File: config.mk
export PLATFORM = sky130hd
export DESIGN_NAME = urx_top
export DESIGN_NICKNAME = d
export VERILOG_FILES = /design/src/logic/urx_pkg.sv /design/src/logic/urx_sync.sv /design/src/logic/urx_fifo.sv /design/src/logic/urx_top.sv
export SDC_FILE = /design/constraint.sdc
export NUM_CORES = 1
export LEC_CHECK = 0
export ABC_CLOCK_PERIOD_IN_PS = 3650
export BUFFER_PORTS_ARGS = -buffer_cell sky130_fd_sc_hd__buf_2
export CAP_MARGIN = 0
export CORE_UTILIZATION = 45
export CTS_CLUSTER_DIAMETER = 120
export DETAILED_ROUTE_END_ITERATION = 8
export HOLD_SLACK_MARGIN = 0.1
export SLEW_MARGIN = 5
export SYNTH_ARGS = -nofsm -noshare
export SYNTH_HDL_FRONTEND = slang
export SYNTH_SLANG_ARGS = --single-unit
export TNS_END_PERCENT = 30
File: constraint.sdc
create_clock -name clk_i -period 3.65 [get_ports clk_i]
set_input_delay 0.1825 -clock clk_i [delete_from_list [all_inputs] [get_ports clk_i]]
set_output_delay 0.1825 -clock clk_i [all_outputs]
set_load 0.02 [all_outputs]
File: src/logic/urx_pkg.sv
// Shared constants and types of the serial receive block
package urx_pkg;
   // ---------------------------------------------------------------
   // Timing
   // ---------------------------------------------------------------
   localparam int CLK_MHZ = 100;
   localparam int STARTUP_NS = 1000;
   localparam int STARTUP_CYC = (STARTUP_NS * CLK_MHZ + 999) / 1000;
   localparam int STARTUP_W = $clog2(STARTUP_CYC + 1);
   localparam logic [STARTUP_W-1:0] STARTUP_LOAD = STARTUP_W'(STARTUP_CYC - 1);
   // ---------------------------------------------------------------
   // Oversampling points within one bit of sixteen ticks
   // ---------------------------------------------------------------
   localparam logic [3:0] SMP_A = 4'h7;
   localparam logic [3:0] SMP_B = 4'h8;
   localparam logic [3:0] SMP_C = 4'h9;
   localparam logic [3:0] SMP_LAST = 4'hF;
   localparam logic [3:0] LAST_BIT_9 = 4'h8;
   localparam logic [3:0] LAST_BIT_8 = 4'h7;
   // ---------------------------------------------------------------
   // Buffer and reset values
   // ---------------------------------------------------------------
   localparam int FIFO_DEPTH = 2;
   localparam logic [8:0] MASK_9 = 9'h1FF;
   localparam logic [8:0] MASK_8 = 9'h0FF;
   localparam logic [8:0] DATA_RST = 9'h000;
   localparam logic [7:0] BAUD_RST = 8'h00;
   // ---------------------------------------------------------------
   // Types
   // ---------------------------------------------------------------
   typedef struct packed {
      logic frame_fault;
      logic parity_fault;
      logic noise;
      logic [8:0] data;
   } urx_word_t;
   localparam int WORD_W = $bits(urx_word_t);
   typedef struct packed {
      logic serial_port_on;
      logic receiver_on;
      logic nine_bit_select;
      logic parity_on;
      logic parity_odd;
      logic two_stop;
      logic address_match_mode;
      logic wake_enable;
   } urx_cfg_t;
   typedef struct packed {
      logic receive_irq_enable;
      logic tx_empty_irq_enable;
      logic tx_idle_irq_enable;
      logic global_irq_enable;
      logic group_irq_enable;
      logic port_irq_enable;
   } urx_irq_en_t;
   typedef enum logic [5:0] {
      ST_IDLE = 6'h01,
      ST_START = 6'h02,
      ST_DATA = 6'h04,
      ST_PARITY = 6'h08,
      ST_STOP1 = 6'h10,
      ST_STOP2 = 6'h20
   } urx_state_t;
endpackage

File: src/logic/urx_sync.sv
// Three-stage input synchroniser with agreement filter
`timescale 1ns/1ns
`default_nettype none
module urx_sync #(
   parameter logic RESET_VAL = 1'b1
) (
   // Clock and reset
   input wire logic clk_i,
   input wire logic rst_n_i,
   // Pin and filtered level
   input wire logic pin_i,
   output logic level_o
);
   logic s1_reg;
   logic s2_reg;
   logic s3_reg;

   always_ff @(posedge clk_i or negedge rst_n_i) begin
      if (!rst_n_i) begin
         s1_reg <= RESET_VAL;
         s2_reg <= RESET_VAL;
         s3_reg <= RESET_VAL;
      end else begin
         s1_reg <= pin_i;
         s2_reg <= s1_reg;
         s3_reg <= s2_reg;
      end
   end

   always_ff @(posedge clk_i or negedge rst_n_i) begin
      if (!rst_n_i) begin
         level_o <= RESET_VAL;
      end else if (s2_reg == s3_reg) begin
         level_o <= s3_reg;
      end
   end
endmodule
`default_nettype wire

File: src/logic/urx_fifo.sv
// Flip-flop FIFO with valid and ready on both sides
`timescale 1ns/1ns
`default_nettype none
module urx_fifo #(
   parameter int WIDTH = 8,
   parameter int DEPTH = 2
) (
   // Clock and reset
   input wire logic clk_i,
   input wire logic rst_n_i,
   // Fill side
   input wire logic in_valid_i,
   output logic in_ready_o,
   input wire logic [WIDTH-1:0] in_data_i,
   // Drain side
   output logic out_valid_o,
   input wire logic out_ready_i,
   output logic [WIDTH-1:0] out_data_o
);
   localparam int PW = (DEPTH > 1) ? $clog2(DEPTH) : 1;
   localparam int CW = $clog2(DEPTH + 1);
   localparam logic [PW-1:0] PTR_LAST = PW'(DEPTH - 1);
   localparam logic [CW-1:0] CNT_FULL = CW'(DEPTH);

   logic [WIDTH-1:0] mem_reg [DEPTH];
   logic [PW-1:0] wr_ptr_reg;
   logic [PW-1:0] rd_ptr_reg;
   logic [CW-1:0] count_reg;
   logic push;
   logic pop;

   assign in_ready_o = (count_reg != CNT_FULL);
   assign out_valid_o = (count_reg != '0);
   assign out_data_o = mem_reg[rd_ptr_reg];
   assign push = in_valid_i && in_ready_o;
   assign pop = out_ready_i && out_valid_o;

   always_ff @(posedge clk_i) begin
      if (push) begin
         mem_reg[wr_ptr_reg] <= in_data_i;
      end
   end

   always_ff @(posedge clk_i or negedge rst_n_i) begin
      if (!rst_n_i) begin
         wr_ptr_reg <= '0;
         rd_ptr_reg <= '0;
         count_reg <= '0;
      end else begin
         if (push) begin
            wr_ptr_reg <= (wr_ptr_reg == PTR_LAST) ? '0 : wr_ptr_reg + 1'b1;
         end
         if (pop) begin
            rd_ptr_reg <= (rd_ptr_reg == PTR_LAST) ? '0 : rd_ptr_reg + 1'b1;
         end
         if (push && !pop) begin
            count_reg <= count_reg + 1'b1;
         end else if (pop && !push) begin
            count_reg <= count_reg - 1'b1;
         end
      end
   end
endmodule
`default_nettype wire

File: src/logic/urx_top.sv
// Serial receiver with error flags, interrupt combining and pin wake-up
`timescale 1ns/1ns
`default_nettype none
module urx_top
   import urx_pkg::*;
(
   // Clock and reset
   input wire logic clk_i,
   input wire logic rst_n_i,
   // Serial line
   input wire logic rx_i,
   // Configuration
   input wire urx_cfg_t cfg_i,
   input wire urx_irq_en_t irq_en_i,
   input wire logic [7:0] baud_div_i,
   input wire logic port_clk_on_i,
   // Transmit-side conditions and processor state
   input wire logic tx_empty_i,
   input wire logic tx_idle_i,
   input wire logic stack_full_i,
   // Processor access strobes
   input wire logic status_access_i,
   input wire logic data_read_i,
   // Status and data
   output logic [8:0] rx_data_o,
   output logic rx_available_flag_o,
   output logic overflow_flag_o,
   output logic noise_flag_o,
   output logic frame_fault_flag_o,
   output logic parity_fault_flag_o,
   output logic rx_idle_o,
   // Requests
   output logic irq_n_o,
   output logic vector_req_o,
   output logic wake_o
);
   // ---------------------------------------------------------------
   // Reset release
   // ---------------------------------------------------------------
   logic rst_s1_reg;
   logic rst_n_reg;

   always_ff @(posedge clk_i or negedge rst_n_i) begin
      if (!rst_n_i) begin
         rst_s1_reg <= 1'b0;
         rst_n_reg <= 1'b0;
      end else begin
         rst_s1_reg <= 1'b1;
         rst_n_reg <= rst_s1_reg;
      end
   end

   // ---------------------------------------------------------------
   // Input synchroniser
   // ---------------------------------------------------------------
   logic rx_s;
   logic rx_prev_reg;

   urx_sync #(
      .RESET_VAL(1'b1)
   ) u_sync (
      .clk_i(clk_i),
      .rst_n_i(rst_n_reg),
      .pin_i(rx_i),
      .level_o(rx_s)
   );

   always_ff @(posedge clk_i or negedge rst_n_reg) begin
      if (!rst_n_reg) begin
         rx_prev_reg <= 1'b1;
      end else begin
         rx_prev_reg <= rx_s;
      end
   end

   // ---------------------------------------------------------------
   // Wake-up and start-up delay
   // ---------------------------------------------------------------
   logic wake_arm;
   logic wake_evt;
   logic wake_pend_reg;
   logic startup_reg;
   logic wake_done_reg;
   logic [STARTUP_W-1:0] startup_cnt_reg;
   logic startup_busy;

   assign wake_arm = !port_clk_on_i && cfg_i.wake_enable && cfg_i.serial_port_on
                     && cfg_i.receiver_on && irq_en_i.receive_irq_enable;
   assign wake_evt = wake_arm && rx_prev_reg && !rx_s;
   assign startup_busy = wake_pend_reg || startup_reg;

   always_ff @(posedge clk_i or negedge rst_n_reg) begin
      if (!rst_n_reg) begin
         wake_pend_reg <= 1'b0;
         startup_reg <= 1'b0;
         wake_done_reg <= 1'b0;
         startup_cnt_reg <= '0;
      end else begin
         wake_done_reg <= 1'b0;
         if (wake_evt) begin
            wake_pend_reg <= 1'b1;
         end else if (wake_pend_reg && port_clk_on_i) begin
            wake_pend_reg <= 1'b0;
            startup_reg <= 1'b1;
            startup_cnt_reg <= STARTUP_LOAD;
         end else if (startup_reg) begin
            if (startup_cnt_reg == '0) begin
               startup_reg <= 1'b0;
               wake_done_reg <= 1'b1;
            end else begin
               startup_cnt_reg <= startup_cnt_reg - 1'b1;
            end
         end
      end
   end

   always_ff @(posedge clk_i or negedge rst_n_reg) begin
      if (!rst_n_reg) begin
         wake_o <= 1'b0;
      end else begin
         wake_o <= wake_evt;
      end
   end

   // ---------------------------------------------------------------
   // Oversampling tick
   // ---------------------------------------------------------------
   logic rx_on;
   logic run;
   logic tick;
   logic [7:0] baud_cnt_reg;

   assign rx_on = cfg_i.serial_port_on && cfg_i.receiver_on && !startup_busy;
   assign run = rx_on && port_clk_on_i;
   assign tick = run && (baud_cnt_reg == baud_div_i);

   always_ff @(posedge clk_i or negedge rst_n_reg) begin
      if (!rst_n_reg) begin
         baud_cnt_reg <= BAUD_RST;
      end else if (!rx_on) begin
         baud_cnt_reg <= BAUD_RST;
      end else if (run) begin
         baud_cnt_reg <= tick ? BAUD_RST : baud_cnt_reg + 1'b1;
      end
   end

   // ---------------------------------------------------------------
   // Bit timing and majority vote
   // ---------------------------------------------------------------
   urx_state_t state_reg;
   logic [3:0] scnt_reg;
   logic [2:0] smp_reg;
   logic bit_end;
   logic maj;
   logic noisy;

   assign bit_end = tick && (scnt_reg == SMP_LAST);
   assign maj = (smp_reg[0] & smp_reg[1]) | (smp_reg[0] & smp_reg[2])
                | (smp_reg[1] & smp_reg[2]);
   assign noisy = !((smp_reg == 3'h7) || (smp_reg == 3'h0));

   always_ff @(posedge clk_i or negedge rst_n_reg) begin
      if (!rst_n_reg) begin
         scnt_reg <= '0;
      end else if (state_reg == ST_IDLE || !rx_on) begin
         scnt_reg <= '0;
      end else if (tick) begin
         scnt_reg <= scnt_reg + 1'b1;
      end
   end

   always_ff @(posedge clk_i or negedge rst_n_reg) begin
      if (!rst_n_reg) begin
         smp_reg <= 3'h7;
      end else if (tick) begin
         if (scnt_reg == SMP_A) begin
            smp_reg[0] <= rx_s;
         end else if (scnt_reg == SMP_B) begin
            smp_reg[1] <= rx_s;
         end else if (scnt_reg == SMP_C) begin
            smp_reg[2] <= rx_s;
         end
      end
   end

   // ---------------------------------------------------------------
   // Frame state machine
   // ---------------------------------------------------------------
   logic [3:0] bit_cnt_reg;
   logic [8:0] shift_reg;
   logic par_bit_reg;
   logic noise_reg;
   logic frame_fault_flag_reg;
   logic seen_high_reg;
   logic [3:0] last_bit;

   assign last_bit = cfg_i.nine_bit_select ? LAST_BIT_9 : LAST_BIT_8;

   always_ff @(posedge clk_i or negedge rst_n_reg) begin
      if (!rst_n_reg) begin
         state_reg <= ST_IDLE;
         bit_cnt_reg <= '0;
         shift_reg <= DATA_RST;
         par_bit_reg <= 1'b0;
         noise_reg <= 1'b0;
         frame_fault_flag_reg <= 1'b0;
         seen_high_reg <= 1'b0;
      end else if (!rx_on) begin
         state_reg <= ST_IDLE;
         seen_high_reg <= 1'b0;
      end else if (port_clk_on_i) begin
         case (state_reg)
            ST_IDLE: begin
               if (rx_s) begin
                  seen_high_reg <= 1'b1;
               end
               if (tick && !rx_s && seen_high_reg) begin
                  state_reg <= ST_START;
               end
            end
            ST_START: begin
               if (bit_end) begin
                  if (!maj) begin
                     state_reg <= ST_DATA;
                     bit_cnt_reg <= '0;
                     shift_reg <= DATA_RST;
                     noise_reg <= noisy;
                  end else begin
                     state_reg <= ST_IDLE;
                  end
               end
            end
            ST_DATA: begin
               if (bit_end) begin
                  shift_reg[bit_cnt_reg] <= maj;
                  noise_reg <= noise_reg | noisy;
                  bit_cnt_reg <= bit_cnt_reg + 1'b1;
                  if (bit_cnt_reg == last_bit) begin
                     state_reg <= cfg_i.parity_on ? ST_PARITY : ST_STOP1;
                  end
               end
            end
            ST_PARITY: begin
               if (bit_end) begin
                  par_bit_reg <= maj;
                  noise_reg <= noise_reg | noisy;
                  state_reg <= ST_STOP1;
               end
            end
            ST_STOP1: begin
               if (bit_end) begin
                  frame_fault_flag_reg <= !maj;
                  noise_reg <= noise_reg | noisy;
                  seen_high_reg <= 1'b0;
                  state_reg <= cfg_i.two_stop ? ST_STOP2 : ST_IDLE;
               end
            end
            ST_STOP2: begin
               if (bit_end) begin
                  seen_high_reg <= 1'b0;
                  state_reg <= ST_IDLE;
               end
            end
            default: begin
               state_reg <= ST_IDLE;
            end
         endcase
      end
   end

   // ---------------------------------------------------------------
   // Completed word
   // ---------------------------------------------------------------
   logic frame_done;
   logic [8:0] word_data;
   logic word_msb;
   urx_word_t word;

   assign frame_done = bit_end && ((state_reg == ST_STOP1 && !cfg_i.two_stop)
                                   || state_reg == ST_STOP2);
   assign word_data = shift_reg & (cfg_i.nine_bit_select ? MASK_9 : MASK_8);
   assign word_msb = cfg_i.nine_bit_select ? shift_reg[8] : shift_reg[7];
   assign word.data = word_data;
   assign word.noise = noise_reg | noisy;
   assign word.frame_fault = ((state_reg == ST_STOP2) && frame_fault_flag_reg) | !maj;
   assign word.parity_fault = cfg_i.parity_on
                              && ((^word_data ^ par_bit_reg) != cfg_i.parity_odd);

   // ---------------------------------------------------------------
   // Receive buffer and clear sequence
   // ---------------------------------------------------------------
   logic fifo_in_ready;
   logic fifo_out_valid;
   urx_word_t head;
   logic push_ok;
   logic ovr_evt;
   logic armed_reg;
   logic clear_seq;
   logic noise_set_reg;

   assign push_ok = frame_done && fifo_in_ready;
   assign ovr_evt = frame_done && !fifo_in_ready;
   assign clear_seq = data_read_i && armed_reg;

   urx_fifo #(
      .WIDTH(WORD_W),
      .DEPTH(FIFO_DEPTH)
   ) u_fifo (
      .clk_i(clk_i),
      .rst_n_i(rst_n_reg),
      .in_valid_i(frame_done),
      .in_ready_o(fifo_in_ready),
      .in_data_i(word),
      .out_valid_o(fifo_out_valid),
      .out_ready_i(clear_seq),
      .out_data_o(head)
   );

   always_ff @(posedge clk_i or negedge rst_n_reg) begin
      if (!rst_n_reg) begin
         armed_reg <= 1'b0;
      end else if (data_read_i) begin
         armed_reg <= 1'b0;
      end else if (status_access_i) begin
         armed_reg <= 1'b1;
      end
   end

   always_ff @(posedge clk_i or negedge rst_n_reg) begin
      if (!rst_n_reg) begin
         overflow_flag_o <= 1'b0;
      end else if (ovr_evt) begin
         overflow_flag_o <= 1'b1;
      end else if (clear_seq) begin
         overflow_flag_o <= 1'b0;
      end
   end

   always_ff @(posedge clk_i or negedge rst_n_reg) begin
      if (!rst_n_reg) begin
         noise_set_reg <= 1'b0;
         noise_flag_o <= 1'b0;
      end else begin
         noise_set_reg <= push_ok && word.noise;
         if (noise_set_reg) begin
            noise_flag_o <= 1'b1;
         end else if (clear_seq) begin
            noise_flag_o <= 1'b0;
         end
      end
   end

   always_ff @(posedge clk_i or negedge rst_n_reg) begin
      if (!rst_n_reg) begin
         rx_data_o <= DATA_RST;
         rx_available_flag_o <= 1'b0;
         frame_fault_flag_o <= 1'b0;
         parity_fault_flag_o <= 1'b0;
         rx_idle_o <= 1'b1;
      end else begin
         rx_data_o <= fifo_out_valid ? head.data : DATA_RST;
         rx_available_flag_o <= fifo_out_valid;
         frame_fault_flag_o <= fifo_out_valid && head.frame_fault;
         parity_fault_flag_o <= fifo_out_valid && head.parity_fault;
         rx_idle_o <= (state_reg == ST_IDLE);
      end
   end

   // ---------------------------------------------------------------
   // Interrupt combining
   // ---------------------------------------------------------------
   logic tx_empty_prev_reg;
   logic tx_idle_prev_reg;
   logic tx_empty_evt;
   logic tx_idle_evt;
   logic rx_irq_evt;
   logic ovr_irq_evt;
   logic wake_irq_evt;
   logic irq_evt;
   logic cpu_irq_on;

   assign cpu_irq_on = irq_en_i.global_irq_enable && irq_en_i.group_irq_enable
                       && irq_en_i.port_irq_enable;
   assign tx_empty_evt = tx_empty_i && !tx_empty_prev_reg
                         && irq_en_i.tx_empty_irq_enable;
   assign tx_idle_evt = tx_idle_i && !tx_idle_prev_reg && irq_en_i.tx_idle_irq_enable;
   assign rx_irq_evt = push_ok && irq_en_i.receive_irq_enable
                       && (!cfg_i.address_match_mode || word_msb);
   assign ovr_irq_evt = ovr_evt && irq_en_i.receive_irq_enable;
   assign wake_irq_evt = wake_done_reg && cpu_irq_on;
   assign irq_evt = tx_empty_evt | tx_idle_evt | rx_irq_evt | ovr_irq_evt | wake_irq_evt;

   always_ff @(posedge clk_i or negedge rst_n_reg) begin
      if (!rst_n_reg) begin
         tx_empty_prev_reg <= 1'b0;
         tx_idle_prev_reg <= 1'b0;
      end else begin
         tx_empty_prev_reg <= tx_empty_i;
         tx_idle_prev_reg <= tx_idle_i;
      end
   end

   always_ff @(posedge clk_i or negedge rst_n_reg) begin
      if (!rst_n_reg) begin
         irq_n_o <= 1'b1;
         vector_req_o <= 1'b0;
      end else begin
         irq_n_o <= !irq_evt;
         vector_req_o <= irq_evt && cpu_irq_on && !stack_full_i;
      end
   end
endmodule
`default_nettype wire

==> flow_summary_export.csv <==
group,metric,value,unit
sta,fin_setup_tns,0,ns
die,start_util,46.4,%
critical_path,crit_path_end_kind,"flip-flop",
clocking,cts_root_buf,"clkbuf_8",
sta,rsz0062_at_grt,"no",
finish,largest_reg_flops,22,
power,power.density,434,nW/um^2
power,vdd_drop_max,0.000314,V
placement,hpwl,6400,um
synthesis,syn_nets,470,
detailed_routing,vias_per_cell,5.10,
synthesis,ys.flop_type,"dfrtp_1",
grt,antenna_found_initial,0,
synthesis,synth_top_area_share,36.7,%
placement,io_buffers,48,
die,pin_count,49,
clocking,path_clk_slew,0.10,ns
critical_path,critical_path_class,"reg2reg",
flow_run,max_cap_violations,0,
synthesis,synth_area_per_cell,11.1,sq um
critical_path,crit_arrival,2.78,ns
sta,fmax,363,MHz
critical_path,r2r_cells,5,
grt,overflow,0,
die,std_cell_rows,37,
clocking,numCtsBuffers,9,
placement,place_congestion,0.857,
clocking,clk_latency,0.37,ns
sta,fin_worst_skew,0.0114,ns
power,total_power,2.39,mW
worst_hold_path,hp-class,"in2reg",
detailed_routing,drt-initial-drc-count,116,
finish,diodes,0,
critical_path,rrSetupSlack,0.89,ns
critical_path,reg2reg_to,"u_fifo.mem_reg[1][4]",
finish,n_fill_cell,938,
critical_path,worstReg2RegStart,"state_reg[1]",
synthesis,yosys.area.top_type,"dfrtp_1",
sta,tightestPinTransition,1.02,ns
die,die_h,105,um
sta,finalCritPeriodShare,75.5,%
finish,area_delta_synth_final,15.6,%
synthesis,synth_edf_count,22,
clocking,clkSinkCount,103,
clocking,post-cts-setup-buffers,0,
finish,stdcell_area,5510,sq um
critical_path,critPathRequiredTime,3.67,ns
synthesis,synth_cell_types,62,
clocking,cts_tree,"built",
critical_path,start_kind,"flip-flop",
die,dieArea,11000,sq um
synthesis,async_flop_share,78.6,%
synthesis,ys_seq_elements,103,
detailed_routing,wl_per_cell,14.3,um
detailed_routing,vias,3226,
grt,grt_pass1_wl,15400,um
die,core_area,10300,sq um
clocking,clk_path_buf_depth,2,
placement,post_dp_cell_area,5160,sq um
synthesis,synth.area.top_cells,"dfrtp_1 (37%), edfxtp_1 (14%), dfstp_2 (6.1%), xnor2_1 (4.4%), nand2_1 (4.1%)",
grt,grt_usage,17.7,%
detailed_routing,ant_nets,0,
critical_path,cp_max_fo,11,
sta,final.min_clock_period,2.76,ns
synthesis,synth-seq-area-share,56.7,%
finish,final_nets,533,
synthesis,netlist_area,4770,sq um
sta,relSlewSlack,32.1,%
clocking,htreeDepth,3,
grt,grt_max_degree,80,
worst_hold_path,hold_depth,3,
detailed_routing,routed_wl,9040,um
detailed_routing,drc,0,
synthesis,yosys_warnings,0,
worst_hold_path,min_to,"vector_req_o",
die,die_x,105,um
synthesis,synthCells,428,
status,status,"finished clean",
power,cellLeakagePower,2.51,nW
finish,drive_gt1_share,19.4,%
sta,final_hold_viol_count,0,
worst_hold_path,hold_path_startpoint,"irq_en_i[1]",
sta,setup_violations,0,
grt,grt_pass1_vias,3302,
sta,slew_violations,0,
detailed_routing,first_pass_iters,4,
==> synth_stat cells, types with 3 or more instances <==
master,number
a21o_1,3
a21oi_1,15
and3_1,6
buf_2,4
clkbuf_1,4
dfrtp_1,70
dfstp_2,11
edfxtp_1,22
ha_1,11
inv_1,16
mux2_2,4
mux2i_1,17
nand2_1,52
nand2b_1,3
nand3_1,18
nand3b_1,3
nand4_1,6
nand4b_1,3
nor2_1,35
nor2b_1,4
nor3_1,7
nor4b_1,3
o21a_1,3
o21ai_0,24
o31ai_1,3
xnor2_1,24
xor2_1,11
==> worst max-delay path by stage <==
stage,startpoint,slack [ns],to,cells past startpoint
after floorplan,state_reg[1],0.85,u_fifo.mem_reg[0][0],7
after global placement,state_reg[1],0.97,u_fifo.mem_reg[1][3],5
after detailed placement,state_reg[1],0.90,u_fifo.mem_reg[1][5],5
after CTS,state_reg[1],0.87,u_fifo.mem_reg[1][4],5
after global routing,state_reg[1],0.72,u_fifo.mem_reg[1][4],5
final,state_reg[1],0.89,u_fifo.mem_reg[1][4],5
==> worst max-delay path, cell delays in order (launching register included) <==
cell      delay (ns)
dfrtp_1         0.49
or4_4           0.56
or3b_4          0.44
o21bai_2        0.16
and3_1          0.29
and2_1          0.46
==> area by class of cell <==
class / instances / area, sq um / share of cell area (%)
Timing Repair Buffer: 63 / 378 / 6.86
Clock buffer: 9 / 124 / 2.25
Tap cell: 136 / 170 / 3.09
Multi-Input combinational cell: 298 / 1940 / 35.3
Inverter: 16 / 60.1 / 1.09
Sequential cell: 103 / 2710 / 49.1
Clock inverter: 7 / 128 / 2.32
==> through the flow <==
stage                     setup slack [ns]  utilization (%)  hold WS (ns)  instances
final                                0.894             53.6         0.131        632
after CTS                            0.874             53.6         0.122        632
after floorplan                      0.849                -        -0.113        428
after global placement               0.970             50.2       -0.0329        606
after global routing                 0.723             53.6         0.143        632
after detailed placement             0.901             50.2       -0.0321        606
==> cell families (layout without fill, tap and decap cells) <==
logic type,Yosys count,in the layout,share of synthesized area [%]
simple gates,161,161,17.5
flops,103,103,56.7
compound gates,67,67,8.95
xor+xnor,35,35,6.43
buf+inv,27,95,2.55
mux,21,21,4.51
fa+ha+maj,13,13,3.31
other cells,1,1,0.0787
==> metal layers <==
metal / vias to the layer above / GRT usage (%) / wire, um
met5: - / 0 / 0
met4: 0 / 7.55 / 131
met3: 10 / 2.68 / 241
met2: 52 / 29.6 / 4250
met1: 1539 / 23.1 / 4420
li1: 1625 / - / -
==> repair_timing <==
| item | in CTS | in global routing |
|---|---|---|
| hold buffers | 10 | 0 |
| gates resized for setup | 0 | 0 |
| hold endpoints to repair | 9 | 0 |
| endpoints found under the setup margin | 0 | 0 |
==> report_power, final <==
part | leakage (nW) | switching (mW) | internal, mW
Clock | 0.126 | 0.410 | 0.465
Sequential | 1.27 | 0.0623 | 1.23
Combinational | 1.11 | 0.119 | 0.103
==> layout by cell type (no fill, tap or decap), types with 7 or more instances in the layout <==
master,count
mux2i_1,17
clkbuf_8,9
inv_1,16
nand2_1,52
nand3_1,18
ha_1,11
buf_2,48
xor2_1,11
a21oi_1,15
o21ai_0,24
xnor2_1,24
dfrtp_1,69
nor3_1,7
dlygate4sd3_1,10
dfstp_2,11
edfxtp_1,22
nor2_1,35
No activity file was read; power rests on OpenSTA's default activity.
